<file path="src/core/ctpmc_pkg.sv">
// Constants shared by the transceiver mode controller
package ctpmc_pkg;

    // ==========================================================
    // Clock and timing
    localparam int CLK_PERIOD_NS = 10;
    // Wait after a pin change before the flag pins are trusted
    localparam int SETTLE_NS = 10000;
    localparam int SETTLE_CYCLES = (SETTLE_NS + CLK_PERIOD_NS - 1) / CLK_PERIOD_NS;
    // Least goto-sleep hold time, default for the hold register
    localparam int SLEEP_HOLD_NS = 50000;
    localparam int SLEEP_HOLD_CYCLES = (SLEEP_HOLD_NS + CLK_PERIOD_NS - 1) / CLK_PERIOD_NS;
    localparam int CNT_W = 16;

    // ==========================================================
    // Register map, byte addresses of aligned words
    localparam logic [7:0] ADDR_CTRL = 8'h00;
    localparam logic [7:0] ADDR_STATUS = 8'h04;
    localparam logic [7:0] ADDR_HOLD = 8'h08;

    // Control register fields
    localparam int CTRL_MODE_LSB = 0;
    localparam int CTRL_AUTO_BIT = 2;
    // Status register fields
    localparam int ST_MODE_LSB = 0;
    localparam int ST_BUSY_BIT = 2;
    localparam int ST_WAKE_BIT = 3;
    localparam int ST_PWRON_BIT = 4;
    localparam int ST_FAULT_BIT = 5;
    localparam int ST_REG_BIT = 6;
    localparam int ST_SUPPLY_BIT = 7;

    // ==========================================================
    // Mode codes as software writes and reads them
    localparam logic [1:0] MODE_NORMAL = 2'h0;
    localparam logic [1:0] MODE_SLEEP = 2'h1;
    localparam logic [1:0] MODE_STANDBY = 2'h2;
    localparam logic [1:0] MODE_PWRON_STBY = 2'h3;

    // Controller states
    typedef enum logic [1:0] {
        ST_STEADY,
        ST_WAIT_SUPPLY,
        ST_HOLD_SLEEP,
        ST_SETTLE
    } ctpmc_state_t;

endpackage

</file>
<file path="src/core/ctpmc_host.sv">
// Host-side mode controller for a fault-tolerant CAN transceiver
//
// Operation
// - Pin encoding of the four modes
// - Remote node sends long dominant phase
// - Host reads wake, then selects normal
// - Host holds goto-sleep for hold time
//
// Added by the designer: the APB slave port and the address map.
`timescale 1ns/1ps

module ctpmc_host #(
    parameter int SLEEP_HOLD_DEFAULT = ctpmc_pkg::SLEEP_HOLD_CYCLES
) (
    // Clock, reset and clock enable
    input wire logic clk,
    input wire logic reset,
    input wire logic ce,
    // APB slave port
    input wire logic psel,
    input wire logic penable,
    input wire logic pwrite,
    input wire logic [7:0] paddr,
    input wire logic [31:0] pwdata,
    output logic [31:0] prdata,
    output logic pready,
    output logic pslverr,
    // Transceiver mode pins
    output logic lowPowerSelectN,
    output logic enableOut,
    // Transceiver indications
    input wire logic faultFlagN,
    input wire logic rxdIn,
    input wire logic regulatorOnIn,
    input wire logic logicSupplyOk,
    // Wake indication for the system
    output logic wakeSeenOut
);
    import ctpmc_pkg::*;

    // ==========================================================
    // Input synchronisation
    logic [3:0] syncPins;
    logic faultN;
    logic rxd;
    logic regOn;
    logic supplyOk;

    // Flag pins, regulator sense and supply status enter here
    ctpmc_sync #(
        .WIDTH(4)
    ) uSync (
        .clk(clk),
        .reset(reset),
        .ce(ce),
        .asyncIn({logicSupplyOk, regulatorOnIn, rxdIn, faultFlagN}),
        .syncOut(syncPins)
    );

    assign faultN = syncPins[0];
    assign rxd = syncPins[1];
    assign regOn = syncPins[2];
    assign supplyOk = syncPins[3];

    // ==========================================================
    // Register and state declarations
    ctpmc_state_t state;
    logic [1:0] curMode;
    logic [1:0] targetMode;
    logic [1:0] pendMode;
    logic autoWake;
    logic [CNT_W-1:0] holdCycles;
    logic [CNT_W-1:0] count;
    logic wakeSeen;
    logic powerOnFlag;
    logic busFault;
    logic cmdPending;
    logic busy;
    logic freshSteady;

    // Bus decode
    logic setupRd;
    logic accWr;
    logic mapped;
    logic wrCtrl;
    logic wrStatus;
    logic wrHold;

    // Wake and fault detection
    logic wakeIndicated;
    logic wakeEvent;
    logic autoCmd;
    logic steadyLow;

    // ==========================================================
    // APB decode; answer in the first access cycle
    assign mapped = (paddr == ADDR_CTRL) || (paddr == ADDR_STATUS) || (paddr == ADDR_HOLD);
    assign setupRd = psel && !penable && !pwrite;
    assign accWr = psel && penable && pwrite && mapped;
    assign wrCtrl = accWr && (paddr == ADDR_CTRL);
    assign wrStatus = accWr && (paddr == ADDR_STATUS);
    assign wrHold = accWr && (paddr == ADDR_HOLD);
    assign pready = 1'b1;
    assign pslverr = psel && penable && !mapped;
    assign busy = (state != ST_STEADY) || cmdPending || freshSteady;
    assign wakeSeenOut = wakeSeen;

    // Read data captured in the setup cycle
    always_ff @(posedge clk) begin
        if (reset) begin
            prdata <= 32'h0000_0000;
        end else if (ce && setupRd) begin
            prdata <= 32'h0000_0000;
            unique case (paddr)
                ADDR_CTRL: begin
                    prdata[CTRL_MODE_LSB +: 2] <= targetMode;
                    prdata[CTRL_AUTO_BIT] <= autoWake;
                end
                ADDR_STATUS: begin
                    prdata[ST_MODE_LSB +: 2] <= curMode;
                    prdata[ST_BUSY_BIT] <= busy;
                    prdata[ST_WAKE_BIT] <= wakeSeen;
                    prdata[ST_PWRON_BIT] <= powerOnFlag;
                    prdata[ST_FAULT_BIT] <= busFault;
                    prdata[ST_REG_BIT] <= regOn;
                    prdata[ST_SUPPLY_BIT] <= supplyOk;
                end
                ADDR_HOLD: begin
                    prdata[CNT_W-1:0] <= holdCycles;
                end
                default: begin
                    prdata <= 32'h0000_0000;
                end
            endcase
        end
    end

    // Control and hold registers
    always_ff @(posedge clk) begin
        if (reset) begin
            targetMode <= MODE_NORMAL;
            autoWake <= 1'b0;
            holdCycles <= CNT_W'(SLEEP_HOLD_DEFAULT);
        end else if (ce) begin
            if (wrCtrl) begin
                targetMode <= pwdata[CTRL_MODE_LSB +: 2];
                autoWake <= pwdata[CTRL_AUTO_BIT];
            end
            if (wrHold) begin
                holdCycles <= pwdata[CNT_W-1:0];
            end
        end
    end

    // ==========================================================
    // Wake detection in the low-power modes
    // Sleep and standby signal wake low on both flag pins; power-on
    // standby only on the receive pin, its fault pin carries the flag
    assign steadyLow = (state == ST_STEADY) && (curMode != MODE_NORMAL) && supplyOk;
    always_comb begin
        wakeIndicated = 1'b0;
        if (curMode == MODE_PWRON_STBY) begin
            wakeIndicated = !rxd;
        end else begin
            wakeIndicated = !rxd || !faultN;
        end
    end
    // A regulator sense that returns high in sleep also marks a wake
    assign wakeEvent = steadyLow &&
        (wakeIndicated || ((curMode == MODE_SLEEP) && regOn));
    assign autoCmd = wakeEvent && autoWake;

    // Sticky wake flag, write one to clear; a new wake wins
    always_ff @(posedge clk) begin
        if (reset) begin
            wakeSeen <= 1'b0;
        end else if (ce) begin
            if (wakeEvent) begin
                wakeSeen <= 1'b1;
            end else if (wrStatus && pwdata[ST_WAKE_BIT]) begin
                wakeSeen <= 1'b0;
            end
        end
    end

    // Power-on flag read out in power-on standby, gone after normal
    always_ff @(posedge clk) begin
        if (reset) begin
            powerOnFlag <= 1'b0;
        end else if (ce) begin
            if (steadyLow && (curMode == MODE_PWRON_STBY)) begin
                powerOnFlag <= !faultN;
            end else if ((state == ST_STEADY) && (curMode == MODE_NORMAL)) begin
                powerOnFlag <= 1'b0;
            end
        end
    end

    // Wiring failure level, valid only in normal mode
    always_ff @(posedge clk) begin
        if (reset) begin
            busFault <= 1'b0;
        end else if (ce) begin
            if ((state == ST_STEADY) && (curMode == MODE_NORMAL) && supplyOk) begin
                busFault <= !faultN;
            end else begin
                busFault <= 1'b0;
            end
        end
    end

    // Busy covers the first steady cycle, while the flags catch up
    always_ff @(posedge clk) begin
        if (reset) begin
            freshSteady <= 1'b1;
        end else if (ce) begin
            freshSteady <= (state != ST_STEADY);
        end
    end

    // ==========================================================
    // Command latch: software write or automatic return to normal
    always_ff @(posedge clk) begin
        if (reset) begin
            cmdPending <= 1'b0;
            pendMode <= MODE_NORMAL;
        end else if (ce) begin
            if (wrCtrl) begin
                cmdPending <= 1'b1;
                pendMode <= pwdata[CTRL_MODE_LSB +: 2];
            end else if (autoCmd && !cmdPending) begin
                cmdPending <= 1'b1;
                pendMode <= MODE_NORMAL;
            end else if (state == ST_STEADY && cmdPending && supplyOk) begin
                cmdPending <= 1'b0;
            end
        end
    end

    // ==========================================================
    // Mode sequencer driving the two mode pins
    always_ff @(posedge clk) begin
        if (reset) begin
            state <= ST_SETTLE;
            curMode <= MODE_NORMAL;
            count <= CNT_W'(SETTLE_CYCLES);
            lowPowerSelectN <= 1'b1;
            enableOut <= 1'b1;
        end else if (ce) begin
            unique case (state)
                ST_STEADY: begin
                    if (cmdPending && !supplyOk) begin
                        state <= ST_WAIT_SUPPLY;
                    end else if (cmdPending) begin
                        unique case (pendMode)
                            MODE_NORMAL: begin
                                lowPowerSelectN <= 1'b1;
                                enableOut <= 1'b1;
                                count <= CNT_W'(SETTLE_CYCLES);
                                state <= ST_SETTLE;
                            end
                            MODE_SLEEP: begin
                                lowPowerSelectN <= 1'b0;
                                enableOut <= 1'b1;
                                count <= holdCycles;
                                state <= ST_HOLD_SLEEP;
                            end
                            MODE_STANDBY: begin
                                lowPowerSelectN <= 1'b0;
                                enableOut <= 1'b0;
                                count <= CNT_W'(SETTLE_CYCLES);
                                state <= ST_SETTLE;
                            end
                            MODE_PWRON_STBY: begin
                                lowPowerSelectN <= 1'b1;
                                enableOut <= 1'b0;
                                count <= CNT_W'(SETTLE_CYCLES);
                                state <= ST_SETTLE;
                            end
                        endcase
                        curMode <= pendMode;
                    end
                end
                ST_WAIT_SUPPLY: begin
                    if (supplyOk) begin
                        state <= ST_STEADY;
                    end
                end
                ST_HOLD_SLEEP: begin
                    // Goto-sleep stays stable for the hold time
                    if (count == CNT_W'(0)) begin
                        lowPowerSelectN <= 1'b0;
                        enableOut <= 1'b0;
                        count <= CNT_W'(SETTLE_CYCLES);
                        state <= ST_SETTLE;
                    end else begin
                        count <= count - CNT_W'(1);
                    end
                end
                ST_SETTLE: begin
                    // Flags are ignored until the device has settled
                    if (count == CNT_W'(0)) begin
                        state <= ST_STEADY;
                    end else begin
                        count <= count - CNT_W'(1);
                    end
                end
            endcase
        end
    end

endmodule

</file>
<file path="src/core/ctpmc_sync.sv">
// Two-stage input synchroniser for the transceiver status pins
`timescale 1ns/1ps

module ctpmc_sync #(
    parameter int WIDTH = 4
) (
    // Clock and control
    input wire logic clk,
    input wire logic reset,
    input wire logic ce,
    // Raw and synchronised levels
    input wire logic [WIDTH-1:0] asyncIn,
    output logic [WIDTH-1:0] syncOut
);

    // ==========================================================
    // Per-bit flip-flop pairs; stage one feeds stage two only
    genvar i;
    generate
        for (i = 0; i < WIDTH; i++) begin : gBit
            logic stageOne;
            always_ff @(posedge clk) begin
                if (reset) begin
                    stageOne <= 1'b1;
                    syncOut[i] <= 1'b1;
                end else if (ce) begin
                    stageOne <= asyncIn[i];
                    syncOut[i] <= stageOne;
                end
            end
        end
    endgenerate

endmodule

</file>
<file path="config.mk">
export PLATFORM = sky130hd
export DESIGN_NAME = ctpmc_host
export DESIGN_NICKNAME = d
export VERILOG_FILES = /design/src/core/ctpmc_pkg.sv /design/src/core/ctpmc_host.sv /design/src/core/ctpmc_sync.sv
export SDC_FILE = /design/constraint.sdc
export NUM_CORES = 1
export LEC_CHECK = 0
export ABC_AREA = 1
export BUFFER_PORTS_ARGS = -buffer_cell sky130_fd_sc_hd__buf_2
export CORE_MARGIN = 8
export CORE_UTILIZATION = 45
export DETAILED_ROUTE_END_ITERATION = 7
export GPL_TIMING_DRIVEN = 1
export HOLD_SLACK_MARGIN = 0.15
export PLACE_DENSITY = 0.68
export RECOVER_POWER = 25
export SLEW_MARGIN = 20
export SYNTH_ARGS = -nofsm -noshare
export SYNTH_HDL_FRONTEND = slang
export SYNTH_SLANG_ARGS = --single-unit
</file>
<file path="constraint.sdc">
create_clock -name clk -period 3.5 [get_ports clk]
set_input_delay 0.35 -clock clk [delete_from_list [all_inputs] [get_ports clk]]
set_output_delay 0.35 -clock clk [all_outputs]
set_load 0.05 [all_outputs]
</file>
* Word-level counts from Yosys, hierarchy flattened *
Cells that the tools add are included.

word-level totals
  word-level logic and storage cells = 142
  flip-flop bits (word level) = 72
  output and inout port bits = 37

cells by class
  bitwise operators = 1
  add/sub/neg operators = 1
  reduce and logical (&&, ||, !) cells = 64
  mux-type cells = 36
  equality and inequality tests = 17

operators with widths
  kind                                                 count
  two-way mux 16 bit                                   4
  case mux 16 bit (3 select lines)                     1
  case mux 16 bit (2 select lines)                     1
  logical AND 1 bit                                    23
  logical NOT 16 bit                                   1
  subtractor 16 x 1 -> 16 bit (second input constant)  1
  AND reduction 5 bit                                  3
  two-way mux 1 bit                                    14
  two-way mux 2 bit                                    7
  AND reduction 2 bit                                  6
  nonzero test 2 bit                                   6
  == test 2 bit (second input constant)                5
  != test 2 bit (second input constant)                5
  case mux 5 bit (2 select lines)                      1
  case mux 3 bit (3 select lines)                      1
  == test 8 x 3 -> 1 bit (second input constant)       1
  == test 8 x 4 -> 1 bit (second input constant)       1
  logical NOT 8 bit                                    1
  two-way mux 8 bit                                    1
  case mux 1 bit (2 select lines)                      4
  case mux 2 bit (4 select lines)                      1
  OR reduction 2 bit                                   4
  logical NOT 1 bit                                    7
  == test 2 x 1 -> 1 bit (second input constant)       3
  9 further kinds                                      17

* Logic depth before layout (Yosys ltp) *
Gate-level depths: netlist of the first run.

  depth after elaboration = 9
  gate-level depth with buffers = 10
  depth with buffers taken out = 9

* By module *
Synthesis of the first run repeated with hierarchy kept, for this count alone.

unflattened totals
  cell total of the unflattened synthesis = 578
  area, all modules = 3945.0 µm²

by module, submodules not included
  module      times used  sequential area each (µm²)  area each (µm²)  cells an instance
  ctpmc_host  1           1281.2                      3666.0           543
  ctpmc_sync  1           160.2                       279.0            35

* Worst setup path after synthesis of the first run *
OpenSTA, ideal clock, no wires.

  path type = input -> output
  from = input paddr[5]
  to = output pslverr
  stages on the path = 4
  arrival = 1.822 ns
  slack = 1.328 ns
  cells stage by stage = inv_1 > nand3_1 > nor3_2 > a311oi_1

on the way
  longest elaborated chain between the ends = 5
  elaborated cells between the ends (all ways) = 7
  those cells by class = eq/ne (2); reduce/logical (5)

RTL lines
  item                                                         line               text
  start: declaration                                           ctpmc_host.sv:23   input wire logic [7:0] paddr,
  == test 8 x 3 -> 1 bit or logical NOT 8 bit (tied branches)  ctpmc_host.sv:97   assign mapped = (paddr == ADDR_CTRL) || (paddr == ADDR_STATUS) || (paddr == ADDR_HOLD);
  logical OR 1 bit                                             ctpmc_host.sv:97
  logical OR 1 bit *                                           ctpmc_host.sv:97
  logical NOT 1 bit *                                          ctpmc_host.sv:104  assign pslverr = psel && penable && !mapped;
  logical AND 1 bit *                                          ctpmc_host.sv:104
  end: declaration                                             ctpmc_host.sv:27   output logic pslverr,

Every way passes the cells marked *; elsewhere a longest branch is shown, timed or not.

* Worst setup path in the final report of the first run *
  from = input ce
  to = register holdCycles[3]

on the way
  longest elaborated chain between the ends = 1

RTL lines
  item                                  line               text
  start: declaration                    ctpmc_host.sv:18   input wire logic ce,
  AND reduction 2 bit (no source line)  n/a
  end signal: assignment                ctpmc_host.sv:143  holdCycles <= CNT_W'(SLEEP_HOLD_DEFAULT);
  end signal: assignment                ctpmc_host.sv:150  holdCycles <= pwdata[CNT_W-1:0];
  end: declaration                      ctpmc_host.sv:72   logic [CNT_W-1:0] holdCycles;

No other way between the ends.
A chain may end at the register's enable or synchronous reset.

==> results of run 1 <==
## path summary, 6_finish.rpt
check	endpoint	depth (start not counted)
worst min register to register	enableOut	2
worst min-delay path	uSync.gBit[2].stageOne	3
worst max-delay path	holdCycles[3]	6
worst max register to register	count[5]	9
## layout make-up
type	instances	area, um2	area share (%)
multi-input combinational	420	2000	46.9
inverter	53	199	4.67
sequential	72	1440	33.8
timing repair buffer	56	272	6.37
tap	105	131	3.08
clock buffer	10	128	2.99
clock inverter	6	93.8	2.20
## metal layers
metal | up-vias | wire length (um)
met5 | - | 0
met4 | 0 | 101
met3 | 9 | 462
met2 | 92 | 4390
met1 | 1652 | 4600
li1 | 1876 | -
## registers in the layout, indices dropped and copies added (netlist names), 2 cells and up
name,cells
curMode,2
holdCycles,16
count,16
pendMode,2
state,2
prdata,16
uSync.gBit.stageOne,4
targetMode,2
uSync.syncOut,4
## worst min-delay path, cell delays in order
cell     delay, ns
buf_2         0.07
nand2_1       0.04
nand3_1       0.06
## power by group through the flow
stage               registers [mW]  logic [mW]  clock network [mW]
floorplan                    0.901       0.194                   0
global placement             0.889       0.243                   0
global route                 0.874       0.275               0.783
detailed placement           0.889       0.247                   0
CTS                          0.870       0.248               0.748
finish                       0.870       0.248               0.733
## kinds of logic after synthesis
kind of cell,after synthesis
AOI/OAI and AO/OA,94
other,2
xor gates and xnor gates,8
adders and majority gates,4
and+or+nand+nor,297
buffers and inverters,91
DFF,72
## cells in the final DEF, fill, tap and decap left out, drive strengths merged
cell,instances
nand3,52
nand2,141
a21oi,46
inv,53
a311oi,1
clkbuf,23
nand4,6
a31oi,1
clkinvlp,1
a21o,3
o211ai,2
and3,1
o21ai,40
a32oi,1
nand3b,2
xnor2,5
conb,17
dfxtp,72
ha,4
buf,43
xor2,3
bufinv,2
nor3,7
clkinv,3
nor2,88
==> flow_metrics.tcl, run 1 <==
set metrics [dict create \
    dpl_cell_area_um2 4060 \
    avgSynthCellArea_um2 6.74 \
    finalInstanceArea_um2 4260 \
    seqPwrFrac_pct 47.0 \
    power.internal_mw 1.33 \
    area_growth_pct 11.3 \
    cp-start-kind "primary input" \
    slew_headroom_pct 23.8 \
    grt_pass1_wl_um 15800 \
    cts_resized 0 \
    wire_per_inst_um 13.2 \
    worstSetupPathType "in -> reg" \
    rsz0062_at_grt "false" \
    hp-start "regulatorOnIn" \
    num-nets-final 666 \
    globalplace.congestion 0.855 \
    synthMuxAreaShare_pct 0 \
    synth-simple-area-share_pct 34.0 \
    fmax_mhz 438 \
    peakVddDrop_mv 0.304 \
    core-area_um2 8220 \
    cts.sinks 72 \
    fin_setup_tns_ns 0 \
    pre_cts_ws_ns 1.11 \
    rr_startpoint "state[1]" \
    dp_hpwl_um 7050 \
    synthesis.instances 568 \
    globalRouteMet1Util_pct 21.8 \
    antenna_found_initial 0 \
    layout-drive-gt1-share_pct 13.3 \
    synth_common_cells "nand2_1, nor2_1, dfxtp_1" \
    synth_top_family_by_area "simple AND/OR/NAND/NOR gates" \
    rows 33 \
    crit_start "ce" \
    p_sw_uw 527 \
    start_util_pct 46.6 \
    cp_max_fo 20 \
    cap_violations 0 \
    synth_edf_count 0 \
    period_share_pct 65.2 \
    synth.distinct_cells 36 \
    comb_power_share_pct 13.4 \
    grt_max_degree 31 \
    antenna_left 0 \
    ys.flop_type "dfxtp_1" \
    ff2ff_setup_slack_ns 1.42 \
    cp_cell_sequence "clkbuf_1, nand4_1, nor2_2, inv_1, nand2_1, nand3_1" \
    synth_xor_xnor_area_share_pct 1.83 \
    synth_warnings 0 \
    power_density_nw_per_um2 434 \
    timing.hold.ws_ns 0.215 \
    post-route-min-period_ns 2.28 \
    dp.cells 706 \
    synth_fa_ha_area_share_pct 1.31 \
    synth.top_cell.area_share_pct 37.6 \
    wl_um 9550 \
    met2_usage_pct 26.2 \
    viasPerCell 5.03 \
    vias 3629 \
    dieWidth_um 108 \
    status "finished clean" \
    clkSlewWorstSetupHoldPaths_ns 0.08 \
    cp.arrival_ns 2.47 \
    yosysMostFrequentCell "nand2_1" \
    async_flop_share_pct 0 \
    post-route-util_pct 51.9 \
    cts-buffers-inserted 9 \
    required_ns 3.69 \
    h-tree-depth 3 \
    hold_path_class "in -> reg" \
    die_h_um 108 \
    synth_seq_cells 72 \
    worstMarginPinSlew_ns 1.14 \
    clkPwrFrac_pct 39.6 \
    hold_violations 0 \
    p_leak_nw 2.00 \
    cts_tree "done" \
    cp_slowest_cell "nor2_2" \
    yosysTopAreaCell "dfxtp_1" \
    setup_violations 0 \
    drt-pass1-iter-count 4 \
    path_buf_inv 2 \
    grt_busiest_layer "met2" \
    pin_count 87 \
    port_buffers 53 \
    grt_usage_pct 16.5 \
    fin_total_pwr_mw 1.85 \
    layout_setup_ws_ns 1.22 \
    clockBufferDepth 2 \
    syn_area_um2 3830 \
    first_iter_violations 181 \
    finalMaxSlewViolations 0 \
    grt_pass1_vias 3402 \
    cts_root_buffer "clkbuf_8" \
    fill_cells 824 \
    die_area_um2 11700 \
    endpoint_kind "flip-flop" \
    insertion_delay_ns 0.34 \
    stdcell_count 722 \
    yosys-top-cells-area "dfxtp_1, nand2_1, nor2_1, nand3_1, a21oi_1" \
    drcViolationCount 0 \
    clock_skew_ns 0.0120 \
    ctsHoldBuffers 0 \
    grt_overflow_total 0 \
    num_antenna_cells 0 \
    seq_area_frac_synth_pct 37.6 \
    synth_compound_area_share_pct 13.4 \
    cpPeakStageDelay_ns 0.64 \
    crit_family "simple AND/OR/NAND/NOR gates" \
    use_met3_pct 3.69 \
    swShare_pct 28.4 \
    cts_setup_buffers 0 \
]
Power figures use the tool's default switching activity.
==> run 2, diff against run 1 <==
- ABC_AREA: 1 -> 0
- PLACE_DENSITY: 0.68 -> 0.69
- clock period: 3.5 -> 2.15 ns (I/O delays scaled with it)
==> flow_metrics.tcl, run 2 <==
set metrics [dict create \
    hp-start "ce" \
    crit_path_end "count[9]" \
    num-nets-final 580 \
    fmax_mhz 470 \
    setup_violations 0 \
    antenna_left 0 \
    wl_um 10100 \
    pin_count 87 \
    timing.hold.ws_ns 0.284 \
    yosysTopAreaCell "dfxtp_1" \
    yosysMostFrequentCell "dfxtp_1" \
    synth-simple-area-share_pct 24.2 \
    synthesis.instances 442 \
    largest_registers "count: 16 flops, holdCycles: 16 flops, prdata: 16 flops" \
    rows 32 \
    synth.distinct_cells 54 \
    globalplace.congestion 0.948 \
    hold_path_class "in -> reg" \
    hold_violations 0 \
    die_h_um 105 \
    seqPwrFrac_pct 47.4 \
    stdcell_count 633 \
    met2_length_um 5080 \
    cp.arrival_ns 2.38 \
    wire_per_inst_um 16.0 \
    highest-signal-layer "met4" \
    ys.flop_type "dfxtp_1" \
    layout-drive-gt1-share_pct 20.2 \
    insertion_delay_ns 0.36 \
    fin_total_pwr_mw 2.89 \
    period_share_pct 99.0 \
    worstSetupPathType "reg -> reg" \
    mostFrequentLayoutCells "dfxtp_1, nand2_1, nor2_1" \
    synth_top_family_by_area "simple AND/OR/NAND/NOR gates" \
    grt_max_degree 53 \
    synthMuxAreaShare_pct 4.61 \
    clockBufferDepth 2 \
    dieWidth_um 105 \
    cpPeakStageDelay_ns 0.41 \
    cts-buffers-inserted 9 \
    async_flop_share_pct 0 \
    seq_area_frac_synth_pct 40.5 \
    worstMarginPinSlew_ns 0.619 \
    avgSynthCellArea_um2 8.05 \
    grt_pass1_wl_um 16600 \
    clkPwrFrac_pct 41.7 \
    rsz0062_at_grt "true" \
    synth_edf_count 0 \
    synth_fa_ha_area_share_pct 1.41 \
    power.internal_mw 2.15 \
    num_antenna_cells 0 \
    synth_warnings 0 \
    layout_setup_ws_ns 0.0205 \
    clock_skew_ns 0.0109 \
    required_ns 2.40 \
    final_common_cell "dfxtp_1" \
    clkSlewWorstSetupHoldPaths_ns 0.07 \
    area_growth_pct 25.6 \
    synth.top_cell.area_share_pct 40.5 \
    dp_hpwl_um 7030 \
    grt_pass1_vias 3529 \
    ff2ff_setup_slack_ns 0.02 \
    antenna_found_initial 0 \
    fin_setup_tns_ns 0 \
    vias 3493 \
    p_sw_uw 735 \
    port_buffers 53 \
    viasPerCell 5.52 \
    grt_overflow_total 0 \
    yosys-top-cells-area "dfxtp_1, nand2_1, a21oi_1, nor2_1, a22oi_1" \
    cts_root_buffer "clkbuf_8" \
    post-route-util_pct 58.1 \
    p_leak_nw 1.75 \
    swShare_pct 25.4 \
    reg2regPathDepth 9 \
    drcViolationCount 0 \
    rr_startpoint "count[0]" \
    peakVddDrop_mv 0.416 \
    r2r_end "count[9]" \
    pre_cts_ws_ns -0.0364 \
    start_util_pct 46.3 \
    die_area_um2 11000 \
    syn_area_um2 3560 \
    synth_common_cells "dfxtp_1, nand2_1, nor2_1" \
    finalInstanceArea_um2 4470 \
    synth_compound_area_share_pct 21.2 \
    dpl_cell_area_um2 4000 \
    cp-start-kind "flip-flop" \
    synth_xor_xnor_area_share_pct 0 \
    slew_headroom_pct 58.9 \
    cts_tree "done" \
    post-route-min-period_ns 2.13 \
    cp_cell_sequence "inv_2, ha_4, or3b_4, nor4_4, buf_4, a31oi_4, buf_6, o21a_1, o31a_1" \
    status "finished clean" \
    cap_violations 0 \
    crit_start "count[0]" \
    power_density_nw_per_um2 647 \
    wl_met3_um 536 \
    met1_length_um 4210 \
    cp_max_fo 6 \
    dp.cells 594 \
    h-tree-depth 3 \
    drt-pass1-iter-count 5 \
    core-area_um2 7690 \
    cts.sinks 72 \
    cp_slowest_cell "or3b_4" \
    synth_seq_cells 72 \
    first_iter_violations 176 \
    finalMaxSlewViolations 0 \
    grt_usage_pct 18.0 \
    comb_power_share_pct 10.8 \
    endpoint_kind "flip-flop" \
]
run 2: logic make-up (layout without fill, tap and decap cells):
logic type      count (synthesis)  after routing
other cells                     2             17
mux                            16             16
fa+ha+maj                       4              4
buf+inv                        55            129
simple gates                  177            177
compound gates                116            116
flops                          72             72
run 2: worst min-delay path by stage:
stage	slack [ns]	cells after the start	end
floorplan	0.34	2	holdCycles[12]
global placement	0.43	3	uSync.gBit[1].stageOne
detailed placement	0.44	3	uSync.gBit[1].stageOne
CTS	0.28	3	freshSteady
global route	0.32	4	state[1]
finish	0.28	3	freshSteady
run 2: repair_timing:
| action | in CTS | in global routing |
|---|---|---|
| hold buffers | 20 | 0 |
| hold endpoints to repair | 25 | 0 |
| buffers inserted | 0 | 2 |
| endpoints found under the setup margin | 3 | 18 |
| pin swaps | 1 | 3 |
| gates resized for setup | 2 | 9 |
| cloned | 0 | 1 |
run 2: power groups by stage:
stage	logic, mW	clock network, mW	registers, mW
after floorplan	0.219	0	1.40
after global placement	0.265	0	1.40
after detailed placement	0.270	0	1.40
after CTS	0.299	1.22	1.37
after global routing	0.339	1.27	1.37
final	0.313	1.21	1.37
run 2: layer usage:
| layer | global-route usage [%] | vias up |
|---|---|---|
| met4 | 7.34 | 0 |
| met3 | 4.79 | 26 |
| li1 | - | 1719 |
| met2 | 31.5 | 108 |
| met5 | 0 | - |
| met1 | 20.2 | 1640 |
run 2: critical path, delay by kind of cell (launching register included):
kind / cells / cell delay [ns]
simple gates: 2 / 0.70
buf+inv: 3 / 0.44
compound gates: 3 / 0.43
flops: 1 / 0.33
fa+ha+maj: 1 / 0.13
run 2: area by class of cell:
cell class	count	area [um2]
clock inverter	5	80.1
inverter	9	33.8
clock buffer	11	141
sequential	72	1440
fill	724	3220
timing repair buffer	104	694
tap	102	128
multi-input combinational	330	1950
==> run 3, diff against run 2 <==
- SETUP_SLACK_MARGIN: unset -> 0.1
==> flow_metrics.tcl, run 3 (synthesis gave the netlist of run 2 again) <==
set metrics [dict create \
    status "finished clean" \
    h-tree-depth 3 \
    port_buffers 53 \
    ff2ff_setup_slack_ns 0.05 \
    drcViolationCount 0 \
    mostFrequentLayoutCells "dfxtp_1, nand2_1, nor2_1" \
    cap_violations 0 \
    cts-buffers-inserted 9 \
    fin_setup_tns_ns 0 \
    endpoint_kind "flip-flop" \
    globalplace.congestion 0.912 \
    clockBufferDepth 2 \
    grt_max_degree 53 \
    cp_max_fo 4 \
    start_util_pct 46.3 \
    fmax_mhz 477 \
    grt_usage_pct 18.1 \
    viasPerCell 5.52 \
    rsz0062_at_grt "true" \
    hold_path_class "in -> reg" \
    setup_violations 0 \
    post-route-min-period_ns 2.10 \
    slew_headroom_pct 59.6 \
    worstMarginPinSlew_ns 0.608 \
    first_iter_violations 286 \
    layout-drive-gt1-share_pct 22.1 \
    p_leak_nw 1.79 \
    cts_root_buffer "clkbuf_8" \
    wire_per_inst_um 15.8 \
    cpPeakStageDelay_ns 0.40 \
    period_share_pct 97.5 \
    area_growth_pct 26.6 \
    antenna_found_initial 0 \
    hold_violations 0 \
    wl_um 10100 \
    antenna_left 0 \
    cp_slowest_cell "or3b_4" \
    grt_pass1_vias 3489 \
    final_common_cell "dfxtp_1" \
    fill_cells 707 \
    power_density_nw_per_um2 591 \
    die_h_um 105 \
    rows 32 \
    peakVddDrop_mv 0.445 \
    post-route-util_pct 58.5 \
    dp_hpwl_um 7110 \
    vias 3532 \
    multi_input_area_um2 1980 \
    required_ns 2.37 \
    cp_cell_sequence "inv_2, ha_4, or3b_4, nor4_4, buf_4, buf_4, nand4_1, nand3_1, o311ai_1" \
    clock_skew_ns 0.00511 \
    seq_area_um2 1440 \
    largest_registers "count: 16 flops, holdCycles: 16 flops, prdata: 16 flops" \
    grt_pass1_wl_um 16600 \
    cts.sinks 72 \
    drt-pass1-iter-count 5 \
    num_antenna_cells 0 \
    grt_overflow_total 0 \
    dieWidth_um 105 \
    num-nets-final 587 \
    core-area_um2 7690 \
    cp.arrival_ns 2.31 \
    clkSlewWorstSetupHoldPaths_ns 0.08 \
    cts_tree "done" \
    finalMaxSlewViolations 0 \
    cp_common_cell "buf_4" \
    pin_count 87 \
    cp-start-kind "flip-flop" \
    insertion_delay_ns 0.35 \
    die_area_um2 11000 \
    worstSetupPathType "reg -> reg" \
]
run 3: cell types whose count changed in the layout (fill, tap and decap cells not counted), moves of 2 or more:
cell / delta
buf_4: +6
bufinv_16: -2
o21ai_2: +2
a221oi_2: +2
a221oi_1: -2
run 3: layer usage:
metal	track usage, %	share of wire, %
met1	20.4	42
met2	31.6	49
met3	5.04	6.4
met4	7.14	2.1
met5	0	0
run 3: cell type report:
cell class | instances | share of cell area [%]
multi-input cells | 330 | 43.9
clock buffers | 11 | 3.14
well taps | 102 | 2.84
inverters | 9 | 0.751
clock inverters | 5 | 0.723
flip-flops and latches | 72 | 32.1
repair buffers | 111 | 16.5
run 3: critical path, delay by kind of cell (launching register included):
kind / cells / cell delay, ns
compound gates: 1 / 0.10
fa+ha+maj: 1 / 0.13
buf+inv: 3 / 0.38
flops: 1 / 0.34
simple gates: 4 / 1.02
run 3: stage by stage:
step,area [um2],instances,setup slack (ns),hold WS [ns],power [mW]
6_report,4500,640,0.0545,0.235,2.66
5_1_grt,4500,640,-0.0234,0.251,2.77
4_1_cts,4490,640,0.0604,0.218,2.67
3_5_place_dp,4040,600,-0.0516,0.432,1.68
3_3_place_gp,4040,600,-0.0221,0.432,1.67
2_1_floorplan,3640,457,0.0288,0.339,1.62
run 3: power breakdown:
group / switching, mW / leakage, nW / internal (mW)
registers: 0.0153 / 0.584 / 1.35
clock network: 0.520 / 0.0813 / 0.446
logic: 0.203 / 1.12 / 0.125
run 3: worst paths after layout:
kind | startpoint | cells past startpoint | to
worst max-delay path | count[1] | 9 | enableOut
worst min register to register | prdata[2] | 2 | prdata[2]
worst min-delay path | reset | 3 | uSync.syncOut[2]
worst max register to register | count[1] | 9 | enableOut
run 3: repair_timing:
item	in CTS	in global routing
setup buffers	4	0
resized for setup	9	8
hold endpoints to repair	23	0
endpoints found under the setup margin	15	18
hold buffers	20	0
pin swaps	3	10
